File: src/design/ext_irq_pkg.sv
// Shared constants and types for the external interrupt and reset block.
package ext_irq_pkg;
   // -------------------------------------------------------------------
   // Sizes
   // -------------------------------------------------------------------
   localparam int NUM_IRQ = 4;
   localparam int ASYNC_PIN_COUNT = 16;
   localparam int WAIT_W = 3;
   localparam int FETCH_CNT_W = 2;

   // -------------------------------------------------------------------
   // Reset and boot values
   // -------------------------------------------------------------------
   localparam logic [WAIT_W-1:0] WAIT_RESET = 3'h7;
   localparam logic [WAIT_W-1:0] BOOT_WAIT_MP = 3'h7;
   localparam logic [WAIT_W-1:0] BOOT_WAIT_MC = 3'h0;
   localparam logic [FETCH_CNT_W-1:0] VECTOR_FETCHES = 2'h2;
   localparam logic [FETCH_CNT_W-1:0] FETCH_ONE = 2'h1;
   localparam logic [WAIT_W-1:0] WAIT_ONE = 3'h1;
   localparam logic [WAIT_W-1:0] WAIT_ZERO = 3'h0;

   // -------------------------------------------------------------------
   // Types
   // -------------------------------------------------------------------
   typedef logic [NUM_IRQ-1:0] irq_vec_t;

   typedef enum logic [1:0] {
      BOOT_ISSUE,
      BOOT_WAIT,
      BOOT_DONE
   } boot_state_e;

   typedef struct packed {
      logic primary;
      logic expansionMem;
      logic expansionIo;
   } bus_strobe_s;

   localparam bus_strobe_s STROBES_IDLE = 3'h7;

   typedef struct packed {
      irq_vec_t core;
      irq_vec_t dma;
   } irq_take_s;
endpackage : ext_irq_pkg

File: src/design/ext_interrupt_and_reset_fetch.sv
// External interrupt detection, acknowledge strobe and reset-time pin logic.
//
// Contract
// - Processor mode: two vector fetches, seven waits.
// - Computer mode: two vector fetches, no waits.
// - Async-reset pins float while reset asserted.
// - Bus strobes high, data and address float.
// - Reset sets both bus wait fields seven.
// - Requests are level sensitive, no edge detect.
// - Requests sampled only at phase-one sample edges.
// - Core and DMA act at fetch boundaries.
// - Same input accepted every two cycles.
// - Late request still answered, one cycle later.
// - Acknowledge falls at decode phase start.
// - Acknowledge rises at read phase start.
`timescale 1ns/1ps
module ext_interrupt_and_reset_fetch (
   input wire logic sys_clk,
   input wire logic reset,
   input wire ext_irq_pkg::irq_vec_t extIrqLines_n,
   input wire logic microprocessorMode,
   input wire logic fetchBoundary,
   input wire ext_irq_pkg::irq_take_s irqTake,
   input wire logic ackDecodeStart,
   input wire logic ackReadStart,
   input wire ext_irq_pkg::bus_strobe_s coreStrobes,
   input wire logic coreBusDrive,
   input wire logic [ext_irq_pkg::ASYNC_PIN_COUNT-1:0] corePinOe_n,
   input wire logic waitCfgWrite,
   input wire logic [ext_irq_pkg::WAIT_W-1:0] primaryWaitIn,
   input wire logic [ext_irq_pkg::WAIT_W-1:0] expansionWaitIn,
   output ext_irq_pkg::irq_vec_t irqPending,
   output ext_irq_pkg::irq_vec_t irqServiceReq,
   output logic irqAckOut_n,
   output logic vectorFetchReq,
   output logic [ext_irq_pkg::WAIT_W-1:0] fetchWaitStates,
   output logic bootDone,
   output logic [ext_irq_pkg::WAIT_W-1:0] primaryWait,
   output logic [ext_irq_pkg::WAIT_W-1:0] expansionWait,
   output ext_irq_pkg::bus_strobe_s busStrobes,
   output logic busOe_n,
   output logic [ext_irq_pkg::ASYNC_PIN_COUNT-1:0] asyncPinOe_n
);
   // -------------------------------------------------------------------
   // Request synchronisers and detection
   // -------------------------------------------------------------------
   ext_irq_pkg::irq_vec_t irqSync1_reg;
   ext_irq_pkg::irq_vec_t irqSync2_reg;
   ext_irq_pkg::irq_vec_t holdoff_reg;
   ext_irq_pkg::irq_vec_t pending_reg;
   ext_irq_pkg::irq_vec_t pending_next;
   ext_irq_pkg::irq_vec_t irqLow;
   ext_irq_pkg::irq_vec_t irqDetect;
   ext_irq_pkg::irq_vec_t irqTaken;

   // A request that misses a sample edge is simply caught at the next one,
   // so the answer slips by one cycle but is never dropped.
   always_ff @(posedge sys_clk) begin
      irqSync1_reg <= extIrqLines_n;
      irqSync2_reg <= irqSync1_reg;
   end

   assign irqLow = ~irqSync2_reg;
   // The holdoff blanks the sample right after a detection, so a pulse
   // held across two sample edges counts once.
   assign irqDetect = irqLow & ~holdoff_reg;
   assign irqTaken = irqTake.core | irqTake.dma;
   assign pending_next = (pending_reg & ~irqTaken) | irqDetect;

   always_ff @(posedge sys_clk) begin
      if (reset) begin
         holdoff_reg <= '0;
         pending_reg <= '0;
      end else begin
         holdoff_reg <= irqDetect;
         pending_reg <= pending_next;
      end
   end

   assign irqPending = pending_reg;
   assign irqServiceReq = fetchBoundary ? pending_reg : '0;

   // -------------------------------------------------------------------
   // Acknowledge strobe
   // -------------------------------------------------------------------
   logic ack_reg;
   logic ack_next;

   assign ack_next = ackDecodeStart ? 1'b0 :
                     ackReadStart ? 1'b1 : ack_reg;

   always_ff @(posedge sys_clk) begin
      if (reset) begin
         ack_reg <= 1'b1;
      end else begin
         ack_reg <= ack_next;
      end
   end

   assign irqAckOut_n = ack_reg;

   // -------------------------------------------------------------------
   // Reset vector fetch sequencer
   // -------------------------------------------------------------------
   logic modeSync1_reg;
   logic modeSync2_reg;
   ext_irq_pkg::boot_state_e state_reg;
   ext_irq_pkg::boot_state_e state_next;
   logic [ext_irq_pkg::FETCH_CNT_W-1:0] fetchCnt_reg;
   logic [ext_irq_pkg::FETCH_CNT_W-1:0] fetchCnt_next;
   logic [ext_irq_pkg::WAIT_W-1:0] waitCnt_reg;
   logic [ext_irq_pkg::WAIT_W-1:0] waitCnt_next;
   logic [ext_irq_pkg::WAIT_W-1:0] bootWait;
   logic fetch_reg;
   logic [ext_irq_pkg::WAIT_W-1:0] fetchWait_reg;

   always_ff @(posedge sys_clk) begin
      modeSync1_reg <= microprocessorMode;
      modeSync2_reg <= modeSync1_reg;
   end

   assign bootWait = modeSync2_reg ? ext_irq_pkg::BOOT_WAIT_MP
                                   : ext_irq_pkg::BOOT_WAIT_MC;

   always_comb begin
      state_next = state_reg;
      fetchCnt_next = fetchCnt_reg;
      waitCnt_next = waitCnt_reg;
      case (state_reg)
         ext_irq_pkg::BOOT_ISSUE: begin
            waitCnt_next = bootWait;
            fetchCnt_next = fetchCnt_reg + ext_irq_pkg::FETCH_ONE;
            state_next = ext_irq_pkg::BOOT_WAIT;
         end
         ext_irq_pkg::BOOT_WAIT: begin
            if (waitCnt_reg == ext_irq_pkg::WAIT_ZERO) begin
               if (fetchCnt_reg == ext_irq_pkg::VECTOR_FETCHES) begin
                  state_next = ext_irq_pkg::BOOT_DONE;
               end else begin
                  state_next = ext_irq_pkg::BOOT_ISSUE;
               end
            end else begin
               waitCnt_next = waitCnt_reg - ext_irq_pkg::WAIT_ONE;
            end
         end
         ext_irq_pkg::BOOT_DONE: begin
            state_next = ext_irq_pkg::BOOT_DONE;
         end
         default: begin
            state_next = ext_irq_pkg::BOOT_DONE;
         end
      endcase
   end

   always_ff @(posedge sys_clk) begin
      if (reset) begin
         state_reg <= ext_irq_pkg::BOOT_ISSUE;
         fetchCnt_reg <= '0;
         waitCnt_reg <= '0;
         fetch_reg <= 1'b0;
         fetchWait_reg <= '0;
      end else begin
         state_reg <= state_next;
         fetchCnt_reg <= fetchCnt_next;
         waitCnt_reg <= waitCnt_next;
         fetch_reg <= (state_reg == ext_irq_pkg::BOOT_ISSUE);
         if (state_reg == ext_irq_pkg::BOOT_ISSUE) begin
            fetchWait_reg <= bootWait;
         end
      end
   end

   assign vectorFetchReq = fetch_reg;
   assign fetchWaitStates = fetchWait_reg;
   assign bootDone = (state_reg == ext_irq_pkg::BOOT_DONE);

   // -------------------------------------------------------------------
   // Bus wait fields and pin states
   // -------------------------------------------------------------------
   logic [ext_irq_pkg::WAIT_W-1:0] primaryWait_reg;
   logic [ext_irq_pkg::WAIT_W-1:0] expansionWait_reg;
   ext_irq_pkg::bus_strobe_s strobes_reg;
   logic busOe_reg;

   // External accesses stay slow until software lowers these fields.
   always_ff @(posedge sys_clk) begin
      if (reset) begin
         primaryWait_reg <= ext_irq_pkg::WAIT_RESET;
         expansionWait_reg <= ext_irq_pkg::WAIT_RESET;
         strobes_reg <= ext_irq_pkg::STROBES_IDLE;
         busOe_reg <= 1'b1;
      end else begin
         if (waitCfgWrite) begin
            primaryWait_reg <= primaryWaitIn;
            expansionWait_reg <= expansionWaitIn;
         end
         strobes_reg <= coreStrobes;
         busOe_reg <= ~coreBusDrive;
      end
   end

   assign primaryWait = primaryWait_reg;
   assign expansionWait = expansionWait_reg;
   // The reset term is combinational so pins release in the reset cycle
   // itself, not one clock after it.
   assign busStrobes = reset ? ext_irq_pkg::STROBES_IDLE : strobes_reg;
   assign busOe_n = reset | busOe_reg;
   assign asyncPinOe_n = reset ? '1 : corePinOe_n;

   // -------------------------------------------------------------------
   // Assertions
   // -------------------------------------------------------------------
   property p_level_detect;
      @(posedge sys_clk) disable iff (reset)
      (irqLow[0] && !holdoff_reg[0]) |=> pending_reg[0];
   endproperty
   a_level_detect: assert property (p_level_detect)
      else $error("Low request was not recorded as pending.");

   property p_sample_cause;
      @(posedge sys_clk) disable iff (reset)
      $rose(pending_reg[1]) |-> $past(irqLow[1]);
   endproperty
   a_sample_cause: assert property (p_sample_cause)
      else $error("Pending rose without a sampled low request.");

   property p_two_cycle_accept;
      @(posedge sys_clk) disable iff (reset)
      irqDetect[2] |=> !irqDetect[2] ##1 (irqLow[2] -> irqDetect[2]);
   endproperty
   a_two_cycle_accept: assert property (p_two_cycle_accept)
      else $error("Detection spacing is not two cycles.");

   property p_boundary_only;
      @(posedge sys_clk) disable iff (reset)
      (|irqServiceReq) |-> (fetchBoundary && irqServiceReq == pending_reg);
   endproperty
   a_boundary_only: assert property (p_boundary_only)
      else $error("Service request outside a fetch boundary.");

   property p_pending_clear;
      @(posedge sys_clk) disable iff (reset)
      (irqTaken[3] && !irqDetect[3]) |=> !pending_reg[3];
   endproperty
   a_pending_clear: assert property (p_pending_clear)
      else $error("Taken interrupt stayed pending.");

   property p_ack_fall;
      @(posedge sys_clk) disable iff (reset)
      ackDecodeStart |=> !irqAckOut_n;
   endproperty
   a_ack_fall: assert property (p_ack_fall)
      else $error("Acknowledge did not fall at decode start.");

   property p_ack_rise;
      @(posedge sys_clk) disable iff (reset)
      (ackReadStart && !ackDecodeStart) |=> irqAckOut_n;
   endproperty
   a_ack_rise: assert property (p_ack_rise)
      else $error("Acknowledge did not rise at read start.");

   property p_mp_fetch;
      @(posedge sys_clk) disable iff (reset)
      (state_reg == ext_irq_pkg::BOOT_ISSUE && modeSync2_reg)
         |=> vectorFetchReq && fetchWaitStates == 3'h7 ##1 !vectorFetchReq;
   endproperty
   a_mp_fetch: assert property (p_mp_fetch)
      else $error("Processor-mode vector fetch lacks seven waits.");

   property p_mc_fetch;
      @(posedge sys_clk) disable iff (reset)
      (state_reg == ext_irq_pkg::BOOT_ISSUE && !modeSync2_reg)
         |=> vectorFetchReq && fetchWaitStates == 3'h0;
   endproperty
   a_mc_fetch: assert property (p_mc_fetch)
      else $error("Computer-mode vector fetch has wait states.");

   property p_wait_reset;
      @(posedge sys_clk)
      reset |=> (primaryWait == 3'h7 && expansionWait == 3'h7);
   endproperty
   a_wait_reset: assert property (p_wait_reset)
      else $error("Wait fields not seven after reset.");

   property p_pins_float;
      @(posedge sys_clk)
      reset |-> (&asyncPinOe_n);
   endproperty
   a_pins_float: assert property (p_pins_float)
      else $error("Async-reset pin driven during reset.");

   property p_bus_idle;
      @(posedge sys_clk)
      reset |-> (busStrobes == 3'h7 && busOe_n);
   endproperty
   a_bus_idle: assert property (p_bus_idle)
      else $error("Bus not idle during reset.");
endmodule : ext_interrupt_and_reset_fetch

File: config.mk
export PLATFORM = sky130hd
export DESIGN_NAME = ext_interrupt_and_reset_fetch
export DESIGN_NICKNAME = d
export VERILOG_FILES = /design/src/design/ext_irq_pkg.sv /design/src/design/ext_interrupt_and_reset_fetch.sv
export SDC_FILE = /design/constraint.sdc
export NUM_CORES = 1
export LEC_CHECK = 0
export ABC_CLOCK_PERIOD_IN_PS = 1690
export BUFFER_PORTS_ARGS = -buffer_cell sky130_fd_sc_hd__buf_4
export CORE_ASPECT_RATIO = 1.4
export CORE_MARGIN = 10
export CORE_UTILIZATION = 34
export CTS_BUF_LIST = sky130_fd_sc_hd__clkbuf_4 sky130_fd_sc_hd__clkbuf_8
export DETAILED_ROUTE_END_ITERATION = 10
export MAX_ROUTING_LAYER = met4
export PLACE_DENSITY = 0.66
export SLEW_MARGIN = 10
export SYNTH_ARGS = -nofsm -noshare
export SYNTH_HDL_FRONTEND = slang
export SYNTH_SLANG_ARGS = --single-unit
File: constraint.sdc
create_clock -name sys_clk -period 1.69 [get_ports sys_clk]
set_input_delay 0 -clock sys_clk [delete_from_list [all_inputs] [get_ports sys_clk]]
set_output_delay 0 -clock sys_clk [all_outputs]
set_load 0.01 [all_outputs]
==> results.txt <==
* TritonCTS clock tree: built
* Min-Delay Endpoint: expansionWait[0]
- The worst register-to-register path begins at waitCnt_reg[0].
* Crit-path slowest cell: dfxtp_1
* Share of the synthesized area in the top cell type: 54.33%
- Of the cells placed in the final design, the portion with a size suffix greater than 1 is 50.63%.
* Overall power: 2.253 mW
- Post-Route WL: 4155 um
- After synthesis, the largest family of logic cells by area is simple AND/OR/NAND/NOR gates.
* Violation count after the first detailed-routing iteration: 27
* Fraction of the mapped netlist area in compound gates: 5.898%
- In the detailed route, the total length drawn on met2 is 2330 um.
- For this run, the leading register cell type out of synthesis is dfxtp_1.
- Synth Net Count: 188
- Of all nets on the critical path, the largest fanout is 3.
- Summing all multi-input logic gate instances after layout gives 559.3 um^2.
* Maximum clock insertion buffer count: 2
- Combinational logic is responsible for 20.0% of the overall power.
* Sw Pwr: 0.5365 mW
- Fin Setup TNS: 0 ns
* Setup slack at placement: 0.4351 ns
* Worst rel slew slack: 74.30%
* RSZ-0062 raised after global routing: false
- For this run, design rule violations remaining after detail routing come to 0.
- Setup violations remaining at the end of the flow were counted as 0.
- Final core area utilization: 58.37%
- Worst slew pin tran: 0.3849 ns
- The endpoint identified for the worst register-to-register timing path is waitCnt_reg[1].
- In this design, the stage delay of the slowest critical-path cell is 0.34 ns.
- Worst min-delay path category: in -> reg
- The final count of pins violating max slew is 0.
- Synth Warn #: 0
- Summing the areas of all and, or, nand and nor instances in the mapped netlist gives 25.74% of the synthesized area.
- Entering global routing, the biggest net connects 37 pins.
- The tool flagged a number of max-cap violations equal to 0.
- Dividing the synthesized area by the synthesized cell count gives 10.00 um^2.
- CTS HTree Levels: 2
- In this run the register-to-register setup slack is 0.42 ns.
- CTS root buffer: clkbuf_8
- The number of antenna violations at the first check in global routing came to 0.
- Final Wtd Congestion: 0.7648
* Gr ovfl total: 0
- In this run the power density over the cells is 976.4 mW/mm^2.
- Total core area: 0.003953 mm^2
- Detailed routing placed a total of 223 um of wire on met3.
* Width of the die: 74.24 um
- Uppermost metal layer occupied by signal nets: met4
- DPL Wire Length: 3059 um
- The worst-case IR drop observed on VDD is 0.7497 mV.
- Nets: 286
- Post-synth EDFFs: 0
* Run status: completed
- Kind of start point of the critical path: flip-flop
* Syn Inst Count: 140
* Final count of hold timing violations: 0
- The via count of the first global-routing pass was 1290.
* Average detailed-routed wire length per instance: 14.73 um
- Leakage power: 1.078 nW
- Port bufs: 84
- Switching part of the total: 23.81%
- By area the synthesized netlist is led by dfxtp_1 (54%), or2_2 (9.4%), mux2i_1 (5.0%).
- Height of the die: 95.93 um
- Netlist area before placement: 0.001400 mm^2
- Internal power: 1.716 mW
- TritonCTS Buffers: 5
* Sequential Area: 760.7 um^2
- In this run the core area contains 27 standard-cell rows.
* Via-per-instance ratio: 4.553
- The critical path goes through inv_1 > ha_1 > and2b_1 > a21oi_1 > mux2i_1.
- Diode count: 0
* Boundary Pins: 85
- Final worst setup slack: 0.4183 ns
- Summing the areas of all fa, ha and maj instances in the mapped netlist gives 2.681% of the synthesized area.
* Async set-or-reset flop fraction in the synthesized netlist: 0%
- Leaving out fill and tap cells, the most frequent cell in the layout is buf_4.
* Wire length the detailed router placed on met1: 1483 um
- Xor/xnor share of the synthesized area: 0.6256%
- Registers are responsible for 45.9% of the overall power.
- The initial utilization of the core area, before any placement, comes to 35.42%.
* Critical path capture point type: flip-flop
- The worst path uses 75.25% of the clock period.
- The worst hold path begins at waitCfgWrite.
- Number of fillers in the final layout: 359
- STA puts the critical path data required time at 1.91 ns.
- The floorplan step defined a die boundary enclosing 0.007121 mm^2.
- The worst setup path is of the reg -> reg kind.
- Worst-skew pair later-pin latency: 0.29 ns
- CTS saw 38 sinks.
* Share of synthesized area spent on multiplexers: 5.004%
- Arr. time, crit path: 1.49 ns
- Once detail routing completed, the nets flagged for antenna violations numbered 0.
* R2R cell count: 5
- Clock Skews: 0.003310 ns
- Number of detailed-routing iterations run before antenna repair: 4
- Worst-path clk slew: 0.07 ns
- Synth-to-Final Area Change: 64.79%
- Portion of total power attributed to the clock network: 34.1%
- Min-Delay Path Depth: 3
- Wire length of the first global-routing pass: 6230 um
- Of all cell types, the one taking the most synthesized area is dfxtp_1.
* Number of synthesized register bits: 38
- Overall global routing resource usage: 11.77%
- In the layout the commonest cells are buf_4 (84), dfxtp_1 (38), or2_2 (21), dlygate4sd3_1 (17), nand2_1 (12).
* Total via count in the routed design: 1284
- Shortest clock period the worst path allows after layout: 1.272 ns
- Based on the critical path, the design can be clocked at up to 0.7863 GHz.
- For this run, the register share of the synthesized area comes to 54.33%.
- Worst-case hold slack: 0.01842 ns
- Post-synth cell types: 33
-- area by class of cell --
class	count	share of cell area, %
Tap cell	43	2.332
Sequential cell	38	32.97
Clock buffer	7	3.633
Timing Repair Buffer	101	34.71
Inverter	5	0.8135
Multi-Input combinational cell	87	24.24
Clock inverter	1	1.302
-- stage by stage --
step | cells | instance area, um^2
after global placement | 257 | 2023
final | 282 | 2307
after floorplan | 140 | 1400
after global routing | 282 | 2307
after CTS | 282 | 2307
after detailed placement | 257 | 2023
-- cells in the mapped netlist, types with 3 or more instances --
master / instances
ha_1: 3
buf_4: 3
inv_1: 4
buf_2: 4
and2_1: 4
nand2_1: 12
a21oi_1: 4
nor3_1: 5
mux2i_1: 7
dfxtp_1: 38
or2_2: 21
a31o_2: 3
or2_1: 3
nor2_1: 7
-- per-layer routing --
| layer | track usage, % | vias to the layer above |
|---|---|---|
| li1 | - | 648 |
| met1 | 12.17 | 580 |
| met2 | 19.16 | 46 |
| met3 | 3.913 | 10 |
| met4 | 6.575 | 0 |
| met5 | - | - |
-- what timing repair did --
item                                   CTS  global route
endpoints found under the hold margin   16             0
gates resized for setup                  0             0
hold buffers                            17             0
buffers inserted                         0             0
-- power groups by stage --
| stage | logic, mW | registers, mW | clock network [mW] |
|---|---|---|---|
| 4_1_cts | 0.454 | 1.03 | 0.790 |
| 5_1_grt | 0.494 | 1.04 | 0.832 |
| 6_report | 0.451 | 1.03 | 0.768 |
| 3_3_place_gp | 0.415 | 1.05 | 0 |
| 3_5_place_dp | 0.421 | 1.05 | 0 |
| 2_1_floorplan | 0.240 | 1.04 | 0 |
-- cell families (layout without fill, tap and decap cells) --
kind of cell,Yosys count,after routing
fa+ha+maj,3,3
xor+xnor,1,1
flops,38,38
mux,7,7
buf+inv,15,114
simple gates,63,63
compound gates,13,13
-- critical path: cells and delay by family, from the launching register on --
kind | cells | cell delay (ns)
compound gates | 1 | 0.18
fa+ha+maj | 1 | 0.23
buf+inv | 1 | 0.07
flops | 1 | 0.34
mux | 1 | 0.19
simple gates | 1 | 0.20
-- how the worst max path moves through the flow --
stage | cells past startpoint | slack [ns] | to | start
2_1_floorplan | 5 | 0.51 | waitCnt_reg[1] | waitCnt_reg[0]
3_3_place_gp | 5 | 0.46 | waitCnt_reg[1] | waitCnt_reg[0]
3_5_place_dp | 5 | 0.44 | waitCnt_reg[1] | waitCnt_reg[0]
4_1_cts | 5 | 0.42 | waitCnt_reg[1] | waitCnt_reg[0]
5_1_grt | 5 | 0.33 | waitCnt_reg[1] | waitCnt_reg[0]
6_report | 5 | 0.42 | waitCnt_reg[1] | waitCnt_reg[0]
Note: power is estimated with default switching activity, not from simulation.
